`src/acc_map.svh`:
```
`ifndef ACC_MAP_SVH
`define ACC_MAP_SVH

// register index times four gives the byte address on the word-wide bus
`define ACC_IDX_RESULT      8'hD0
`define ACC_IDX_CONTROL     8'hD1
`define ACC_IDX_MODE        8'hD2
`define ACC_ADDR_RESULT     12'h340
`define ACC_ADDR_CONTROL    12'h344
`define ACC_ADDR_MODE       12'h348

`define ACC_BIT_IRQ_EN      7
`define ACC_BIT_DONE        6
`define ACC_BIT_START       5
`define ACC_BIT_POWER       4
`define ACC_BIT_OSC_OFF     2

`define ACC_CTRL_RESET      8'h40
`define ACC_CTRL_WMASK      8'h94
`define ACC_MODE_RESET      2'h0

`define ACC_CODE_FULL       8'hFF
`define ACC_CODE_ZERO       8'h00
`define ACC_CODE_STEPS      256

`define ACC_CLK_MHZ         20
`define ACC_CONV_TIME_US    70

`endif

```
`src/acc_pkg.sv`:
```
package acc_pkg;

    typedef enum logic [1:0] {
        ACC_RUN,
        ACC_WAIT,
        ACC_STOP
    } acc_power_mode_e;

    typedef enum logic [1:0] {
        ACC_IDLE,
        ACC_SAMPLE,
        ACC_CONVERT,
        ACC_FINISH
    } acc_conv_state_e;

    typedef logic [7:0] acc_code_t;

endpackage : acc_pkg

```
`src/acc_ctrl.sv`:
```
`timescale 1ns/1ns
`default_nettype none
`include "acc_map.svh"

// How it works
// - input at or above top reference yields FFh, no overflow flag
// - input at or below bottom reference yields 00h
// - eight-bit result, 256 equal steps between references
// - each finished conversion lands in read-only result register
// - writing start begins a conversion and clears done at once; a finish in the same cycle keeps it set
// - hardware sets done on completion; result valid only while set
// - interrupt request while irq enable and done are both set
// - one conversion per start write, no continuous mode
// - start during a conversion abandons it and begins afresh
// - start bit is write-only and reads as zero
// - done clears only by starting; writing zero leaves it
// - wait mode keeps converting and wakes core; stop disables it
// - power off switches converter off; no conversion while off
// - control register: irq enable b7, done b6, start b5, power b4
// - control register resets to 40h
// - result register sits just below the control register
// - power bit one switches converter on, zero off
module acc_ctrl #(
    parameter int CONV_TIME_US = `ACC_CONV_TIME_US,
    parameter int CLK_MHZ      = `ACC_CLK_MHZ
) (
    input  wire logic        pclk,
    input  wire logic        presetn,
    input  wire logic        psel,
    input  wire logic        penable,
    input  wire logic        pwrite,
    input  wire logic [11:0] paddr,
    input  wire logic [31:0] pwdata,
    input  wire logic [3:0]  pstrb,
    output logic      [31:0] prdata,
    output logic             pready,
    output logic             pslverr,
    input  wire logic        comp_above,
    input  wire logic        cpu_wait,
    input  wire logic        cpu_stop,
    output logic             analog_enable,
    output logic             sample_enable,
    output logic [7:0]       trial_code,
    output logic             conversion_irq,
    output logic             wake_request,
    output logic             main_osc_off
);
    // 1400 cycles by default, split evenly over eight bit decisions
    localparam int CONV_CYCLES = CONV_TIME_US * CLK_MHZ;
    localparam int BIT_CYCLES  = (CONV_CYCLES / 8 < 1) ? 1 : CONV_CYCLES / 8;

    logic                     conversion_irq_enable_reg;
    logic                     conversion_done_reg;
    logic                     converter_power_on_reg;
    logic                     osc_off_reg;
    acc_pkg::acc_code_t       result_data_reg;
    acc_pkg::acc_power_mode_e mode_reg;

    logic                     setup;
    logic                     wr_ctrl;
    logic                     wr_mode;
    logic                     start_req;
    logic                     conv_allowed;
    logic                     sar_busy;
    logic                     sar_valid;
    logic                     sar_finish;
    acc_pkg::acc_code_t       sar_trial;
    acc_pkg::acc_code_t       sar_code;
    logic [31:0]              rdata_next;
    logic                     err_next;

    // answer in the access phase with zero wait states
    assign setup     = psel && !penable;
    assign wr_ctrl   = setup && pwrite && pstrb[0] && (paddr == `ACC_ADDR_CONTROL);
    assign wr_mode   = setup && pwrite && pstrb[0] && (paddr == `ACC_ADDR_MODE);

    assign conv_allowed = converter_power_on_reg &&
                          (mode_reg != acc_pkg::ACC_STOP);
    // only a one starts; a written zero has no effect
    assign start_req = wr_ctrl && pwdata[`ACC_BIT_START] && conv_allowed;

    acc_sar #(
        .BIT_CYCLES (BIT_CYCLES)
    ) u_sar (
        .pclk        (pclk),
        .presetn     (presetn),
        .go          (start_req),
        .abort       (!conv_allowed),
        .comp_above  (comp_above),
        .busy        (sar_busy),
        .trial_valid (sar_valid),
        .trial_code  (sar_trial),
        .finish      (sar_finish),
        .code        (sar_code)
    );

    always_ff @(posedge pclk or negedge presetn) begin
        if (!presetn) begin
            conversion_irq_enable_reg <= 1'b0;
            converter_power_on_reg    <= 1'b0;
            osc_off_reg               <= 1'b0;
        end else if (wr_ctrl) begin
            conversion_irq_enable_reg <= pwdata[`ACC_BIT_IRQ_EN];
            converter_power_on_reg    <= pwdata[`ACC_BIT_POWER];
            osc_off_reg               <= pwdata[`ACC_BIT_OSC_OFF];
        end
    end

    // done: start clears, finish sets; set wins when both share a cycle,
    // the restarted run then sets it again on its own finish
    always_ff @(posedge pclk or negedge presetn) begin
        if (!presetn) begin
            conversion_done_reg <= 1'b1;
        end else if (sar_finish) begin
            conversion_done_reg <= 1'b1;
        end else if (start_req) begin
            conversion_done_reg <= 1'b0;
        end
    end

    // code is the raw successive approximation: full and zero scale saturate
    // naturally to FFh / 00h with no overflow flag
    always_ff @(posedge pclk or negedge presetn) begin
        if (!presetn) begin
            result_data_reg <= `ACC_CODE_ZERO;
        end else if (sar_finish) begin
            result_data_reg <= sar_code;
        end
    end

    always_ff @(posedge pclk or negedge presetn) begin
        if (!presetn) begin
            mode_reg <= acc_pkg::ACC_RUN;
        end else if (wr_mode) begin
            case (pwdata[1:0])
                2'h1:    mode_reg <= acc_pkg::ACC_WAIT;
                2'h2:    mode_reg <= acc_pkg::ACC_STOP;
                default: mode_reg <= acc_pkg::ACC_RUN;
            endcase
        end else if (cpu_stop) begin
            mode_reg <= acc_pkg::ACC_STOP;
        end else if (cpu_wait) begin
            mode_reg <= acc_pkg::ACC_WAIT;
        end
    end

    always_comb begin
        rdata_next = 32'h0000_0000;
        err_next   = 1'b0;
        case (paddr)
            `ACC_ADDR_RESULT:  rdata_next[7:0] = result_data_reg;
            `ACC_ADDR_CONTROL: begin
                rdata_next[`ACC_BIT_IRQ_EN]  = conversion_irq_enable_reg;
                rdata_next[`ACC_BIT_DONE]    = conversion_done_reg;
                rdata_next[`ACC_BIT_START]   = 1'b0;
                rdata_next[`ACC_BIT_POWER]   = converter_power_on_reg;
                rdata_next[`ACC_BIT_OSC_OFF] = osc_off_reg;
            end
            `ACC_ADDR_MODE:    rdata_next[1:0] = mode_reg;
            default:           err_next = 1'b1;
        endcase
    end

    always_ff @(posedge pclk or negedge presetn) begin
        if (!presetn) begin
            pready  <= 1'b0;
            prdata  <= 32'h0000_0000;
            pslverr <= 1'b0;
        end else begin
            pready  <= setup;
            pslverr <= setup && err_next;
            prdata  <= (setup && !pwrite) ? rdata_next : 32'h0000_0000;
        end
    end

    always_ff @(posedge pclk or negedge presetn) begin
        if (!presetn) begin
            conversion_irq <= 1'b0;
            wake_request   <= 1'b0;
            analog_enable  <= 1'b0;
            sample_enable  <= 1'b0;
            trial_code     <= 8'h00;
            main_osc_off   <= 1'b0;
        end else begin
            conversion_irq <= conversion_irq_enable_reg && conversion_done_reg;
            // stop mode never wakes the core
            wake_request   <= conversion_irq_enable_reg && conversion_done_reg &&
                              (mode_reg == acc_pkg::ACC_WAIT);
            analog_enable  <= conv_allowed;
            sample_enable  <= sar_busy && sar_valid;
            trial_code     <= sar_trial;
            main_osc_off   <= osc_off_reg;
        end
    end
endmodule : acc_ctrl

`default_nettype wire

```
`src/acc_sar.sv`:
```
`timescale 1ns/1ns
`default_nettype none
`include "acc_map.svh"

// one successive approximation step per BIT_CYCLES cycles, msb first
module acc_sar #(
    parameter int BIT_CYCLES = 175
) (
    input  wire logic          pclk,
    input  wire logic          presetn,
    input  wire logic          go,
    input  wire logic          abort,
    input  wire logic          comp_above,
    output logic               busy,
    output logic               trial_valid,
    output acc_pkg::acc_code_t trial_code,
    output logic               finish,
    output acc_pkg::acc_code_t code
);
    localparam int CW = $clog2(BIT_CYCLES + 1);

    logic [CW-1:0]      tick_reg;
    logic [2:0]         bit_reg;
    acc_pkg::acc_code_t sar_reg;
    logic               step;
    logic [7:0]         kept;

    // comparator clear means trial too high: drop the bit
    assign kept        = comp_above ? sar_reg : (sar_reg & ~(8'h01 << bit_reg));
    assign step        = busy && (tick_reg == CW'(BIT_CYCLES - 1));
    assign trial_valid = busy;
    assign trial_code  = sar_reg;

    always_ff @(posedge pclk or negedge presetn) begin
        if (!presetn) begin
            busy     <= 1'b0;
            tick_reg <= '0;
            bit_reg  <= 3'h7;
            sar_reg  <= 8'h00;
            finish   <= 1'b0;
            code     <= 8'h00;
        end else begin
            finish <= 1'b0;
            if (go) begin
                // restart drops any half-done approximation
                busy     <= 1'b1;
                tick_reg <= '0;
                bit_reg  <= 3'h7;
                sar_reg  <= 8'h80;
            end else if (abort) begin
                busy <= 1'b0;
            end else if (busy) begin
                tick_reg <= step ? '0 : tick_reg + CW'(1);
                if (step) begin
                    if (bit_reg == 3'h0) begin
                        busy   <= 1'b0;
                        finish <= 1'b1;
                        code   <= kept;
                    end else begin
                        bit_reg <= bit_reg - 3'h1;
                        sar_reg <= kept | (8'h01 << (bit_reg - 3'h1));
                    end
                end
            end
        end
    end
endmodule : acc_sar

`default_nettype wire
```
`config.mk`:
```
export PLATFORM = sky130hd
export DESIGN_NAME = acc_ctrl
export DESIGN_NICKNAME = d
export VERILOG_FILES = /design/src/acc_pkg.sv /design/src/acc_ctrl.sv /design/src/acc_sar.sv
export VERILOG_INCLUDE_DIRS = /design/src /design/src/src
export SDC_FILE = /design/constraint.sdc
export NUM_CORES = 1
export LEC_CHECK = 0
export ABC_AREA = 0
export CORE_ASPECT_RATIO = 0.75
export CORE_MARGIN = 5
export CORE_UTILIZATION = 30
export DETAILED_ROUTE_END_ITERATION = 10
export DONT_BUFFER_PORTS = 1
export HOLD_SLACK_MARGIN = 0.15
export PLACE_DENSITY = 0.47
export RECOVER_POWER = 100
export SLEW_MARGIN = 20
export SYNTH_ARGS = -nofsm -noshare
export SYNTH_HDL_FRONTEND = slang
export SYNTH_SLANG_ARGS = --single-unit
```
`constraint.sdc`:
```
create_clock -name pclk -period 5.3 [get_ports pclk]
set_input_delay 0.53 -clock pclk [delete_from_list [all_inputs] [get_ports pclk]]
set_output_delay 0.53 -clock pclk [all_outputs]
set_load 0.03 [all_outputs]
```
==> results.json <==
{
  "synth.avg_cell_area_um2": 10.4,
  "fp.dieH_um": 99.9,
  "yosysWarnings": 0,
  "dpl_cell_area_um2": 3270,
  "synth_top_area_frac": 0.480,
  "rsz0062_at_grt": "no",
  "hold_path_class": "in -> reg",
  "comb_power_share": 0.038,
  "fin_crit_sh": 0.673,
  "grt_max_degree": 67,
  "grt_usage": 0.121,
  "drtIter0Drc": 163,
  "max_freq_ghz": 0.281,
  "die_x_um": 130,
  "postRouteAntennaNets": 0,
  "ctsRootBufferMaster": "clkbuf_16",
  "hold_viol_final": 0,
  "dp_hpwl_um": 5070,
  "wirelength_um": 7350,
  "p_leak_nw": 1.65,
  "grt_pass1_vias": 2266,
  "setup-tns-final_ns": 0,
  "gp_congestion": 0.809,
  "clk_pin_slew_ns": 0.06,
  "yosysTopAreaCell": "dfrtp_1",
  "crit_chain": "or4_1 > nor4_1 > nand3_1 > and3_1 > a21oi_1",
  "clkPwrFrac": 0.515,
  "ctsLongestPathBuffers": 2,
  "violations": "capacitance limit, slew limit",
  "fill_cells": 1045,
  "cellPowerDensity_nw_per_um2": 320,
  "synth_edf_count": 0,
  "p_sw_mw": 0.263,
  "viasPerCell": 4.86,
  "crit_slowest_cell": "nor4_1",
  "peakVddDrop_uv": 150,
  "layout.nets": 375,
  "wl_per_cell_um": 16.3,
  "utilization": 0.342,
  "areaGrowthSynthToFinish_pct": 10.1,
  "fin_skew_ns": 0.00631,
  "critPathLaunch": "paddr[1]",
  "crit_required_ns": 5.55,
  "antenna_found_initial": 0,
  "setup_violations": 0,
  "yosysUniqueCellTypes": 49,
  "clk_latency_ns": 0.33,
  "crit_path_end_kind": "flip-flop",
  "power_frac_seq": 0.447,
  "status": "finished, violations left",
  "rows": 32,
  "critical_path_arrival_ns": 3.82,
  "rrSetupSlack_ns": 2.73,
  "cts_setup_buffers": 0,
  "n_antenna_cell": 0,
  "worstRegToRegCells": 7,
  "synthCells": 310,
  "firstDrtPassIters": 4,
  "cp-start-kind": "input port",
  "grt-ovfl-total": 0,
  "cp-endpoint": "u_sar.bit_reg[1]",
  "cap_violations": 1,
  "crit_fanout": 11,
  "synth-seq-area-share": 0.512,
  "p_int_mw": 0.876,
  "numCtsBuffers": 9,
  "slowest_delay_ns": 1.42,
  "reg2reg_from": "mode_reg[1]",
  "p_sw_frac": 0.231,
  "timing.rr.end": "u_sar.trial_code[4]",
  "grt_pass1_wl_um": 12200,
  "slew_viol_final": 9,
  "drive_above_1_share": 0.101,
  "start_util": 0.311,
  "synthTopCellsByArea": "dfrtp_1, buf_4, o21ai_0",
  "ys_ff_latch": 66,
  "crit_type": "in -> reg",
  "top_level_ports": 103,
  "htreeDepth": 3,
  "synthArstFlopShare": 1.00,
  "cts_tree": "built",
  "route.detailed.drc": 0,
  "timing.slew.headroom": -0.159,
  "io_buffers": 0,
  "clock_sinks": 66,
  "num_vias": 2197,
  "synth-main-ff-cell": "dfrtp_1",
  "synth_area_um2": 3230,
  "period_minus_slack_ns": 3.56,
  "dieArea_um2": 13000,
  "core_um2": 10400,
  "tightest_slew_ns": 1.72,
  "stdcell_area_um2": 3560
}
## worst min path at each step
| stage | cells past startpoint | from | slack (ns) | endpoint |
|---|---|---|---|---|
| 3_3_place_gp | 0 | presetn | 0.24 | main_osc_off |
| 3_5_place_dp | 0 | presetn | 0.24 | main_osc_off |
| 5_1_grt | 1 | paddr[3] | 0.25 | prdata[3] |
| 2_1_floorplan | 0 | presetn | 0.23 | analog_enable |
| 4_1_cts | 1 | paddr[3] | 0.24 | prdata[5] |
| 6_report | 1 | paddr[3] | 0.26 | prdata[5] |
## final cells by class
type | instances | area (um^2) | share of cell area
flip-flops and latches | 66 | 1660 | 0.465
clock buffers | 9 | 225 | 0.0633
well taps | 136 | 170 | 0.0478
multi-input cells | 222 | 1360 | 0.383
inverters | 9 | 33.8 | 0.00949
clock inverters | 7 | 70.1 | 0.0197
repair buffers | 3 | 41.3 | 0.0116
## cells in the mapped netlist, types with 2 or more instances
cell	number
a222oi_1	3
nor2_1	14
buf_2	3
dfstp_2	4
or4_1	3
o21a_1	2
a21o_1	5
nor4b_1	2
o211ai_1	3
nand3_1	13
nand4b_1	2
nand2_1	31
mux2i_1	6
o21ai_0	30
a221oi_1	3
or4_4	2
clkbuf_1	8
a21oi_1	15
dfrtp_1	62
nand4_1	3
and4b_1	3
nor3_1	2
mux2_2	11
inv_1	8
nor3b_2	2
nand3b_1	2
nor3b_1	2
and3_1	7
and2_1	2
buf_4	24
ha_1	8
nand2b_1	6
nor2b_1	2
a22o_1	2
## power groups by stage
stage	registers (mW)	logic, mW	clock network (mW)
after floorplan	0.518	0.0457	0
after detailed placement	0.519	0.0308	0
after global routing	0.509	0.0481	0.624
after global placement	0.518	0.0307	0
final	0.509	0.0433	0.587
after CTS	0.510	0.0445	0.602
## cells in the final DEF, fill, tap and decap left out, types with 7 or more instances in the layout
cell / netlist / routed
nor2_1: 14 / 14
and3_1: 7 / 7
nand3_1: 13 / 13
a21oi_1: 15 / 15
nand2_1: 31 / 31
inv_1: 8 / 8
o21ai_0: 30 / 30
dfrtp_1: 62 / 62
ha_1: 8 / 8
conb_1: 1 / 24
clkbuf_16: 0 / 9
mux2_2: 11 / 11
## cell families after synthesis
family	Yosys count	share of synthesized area
and+or+nand+nor	103	0.184
AOI/OAI and AO/OA	69	0.131
DFF	66	0.512
buffers and inverters	45	0.0812
muxes	17	0.0569
adders and majority gates	8	0.0309
other	1	0.00116
xor gates and xnor gates	1	0.00271
## layer usage
metal	track usage	share of wire	up-vias
li1	-	-	1062
met1	0.161	0.48	1056
met2	0.171	0.42	71
met3	0.0601	0.089	8
met4	0.0391	0.012	0
met5	0	0	-
## worst max-delay path, delay by kind of cell
kind            cells  cell delay, ns
simple gates        4            3.16
compound gates      1            0.12
## stage by stage
stage	std cells	total power, mW	hold WS, ns	worst slack, ns
floorplan	333	0.563	0.234	2.97
global placement	434	0.549	0.236	2.44
detailed placement	434	0.549	0.236	2.43
CTS	452	1.16	0.244	2.77
global route	452	1.18	0.250	1.39
finish	452	1.14	0.264	1.74
## what timing repair did
item,in CTS,in global routing
resized for setup,0,0
hold buffers,2,0
endpoints found under the hold margin,66,0
No activity file was read; power rests on OpenSTA's default activity.
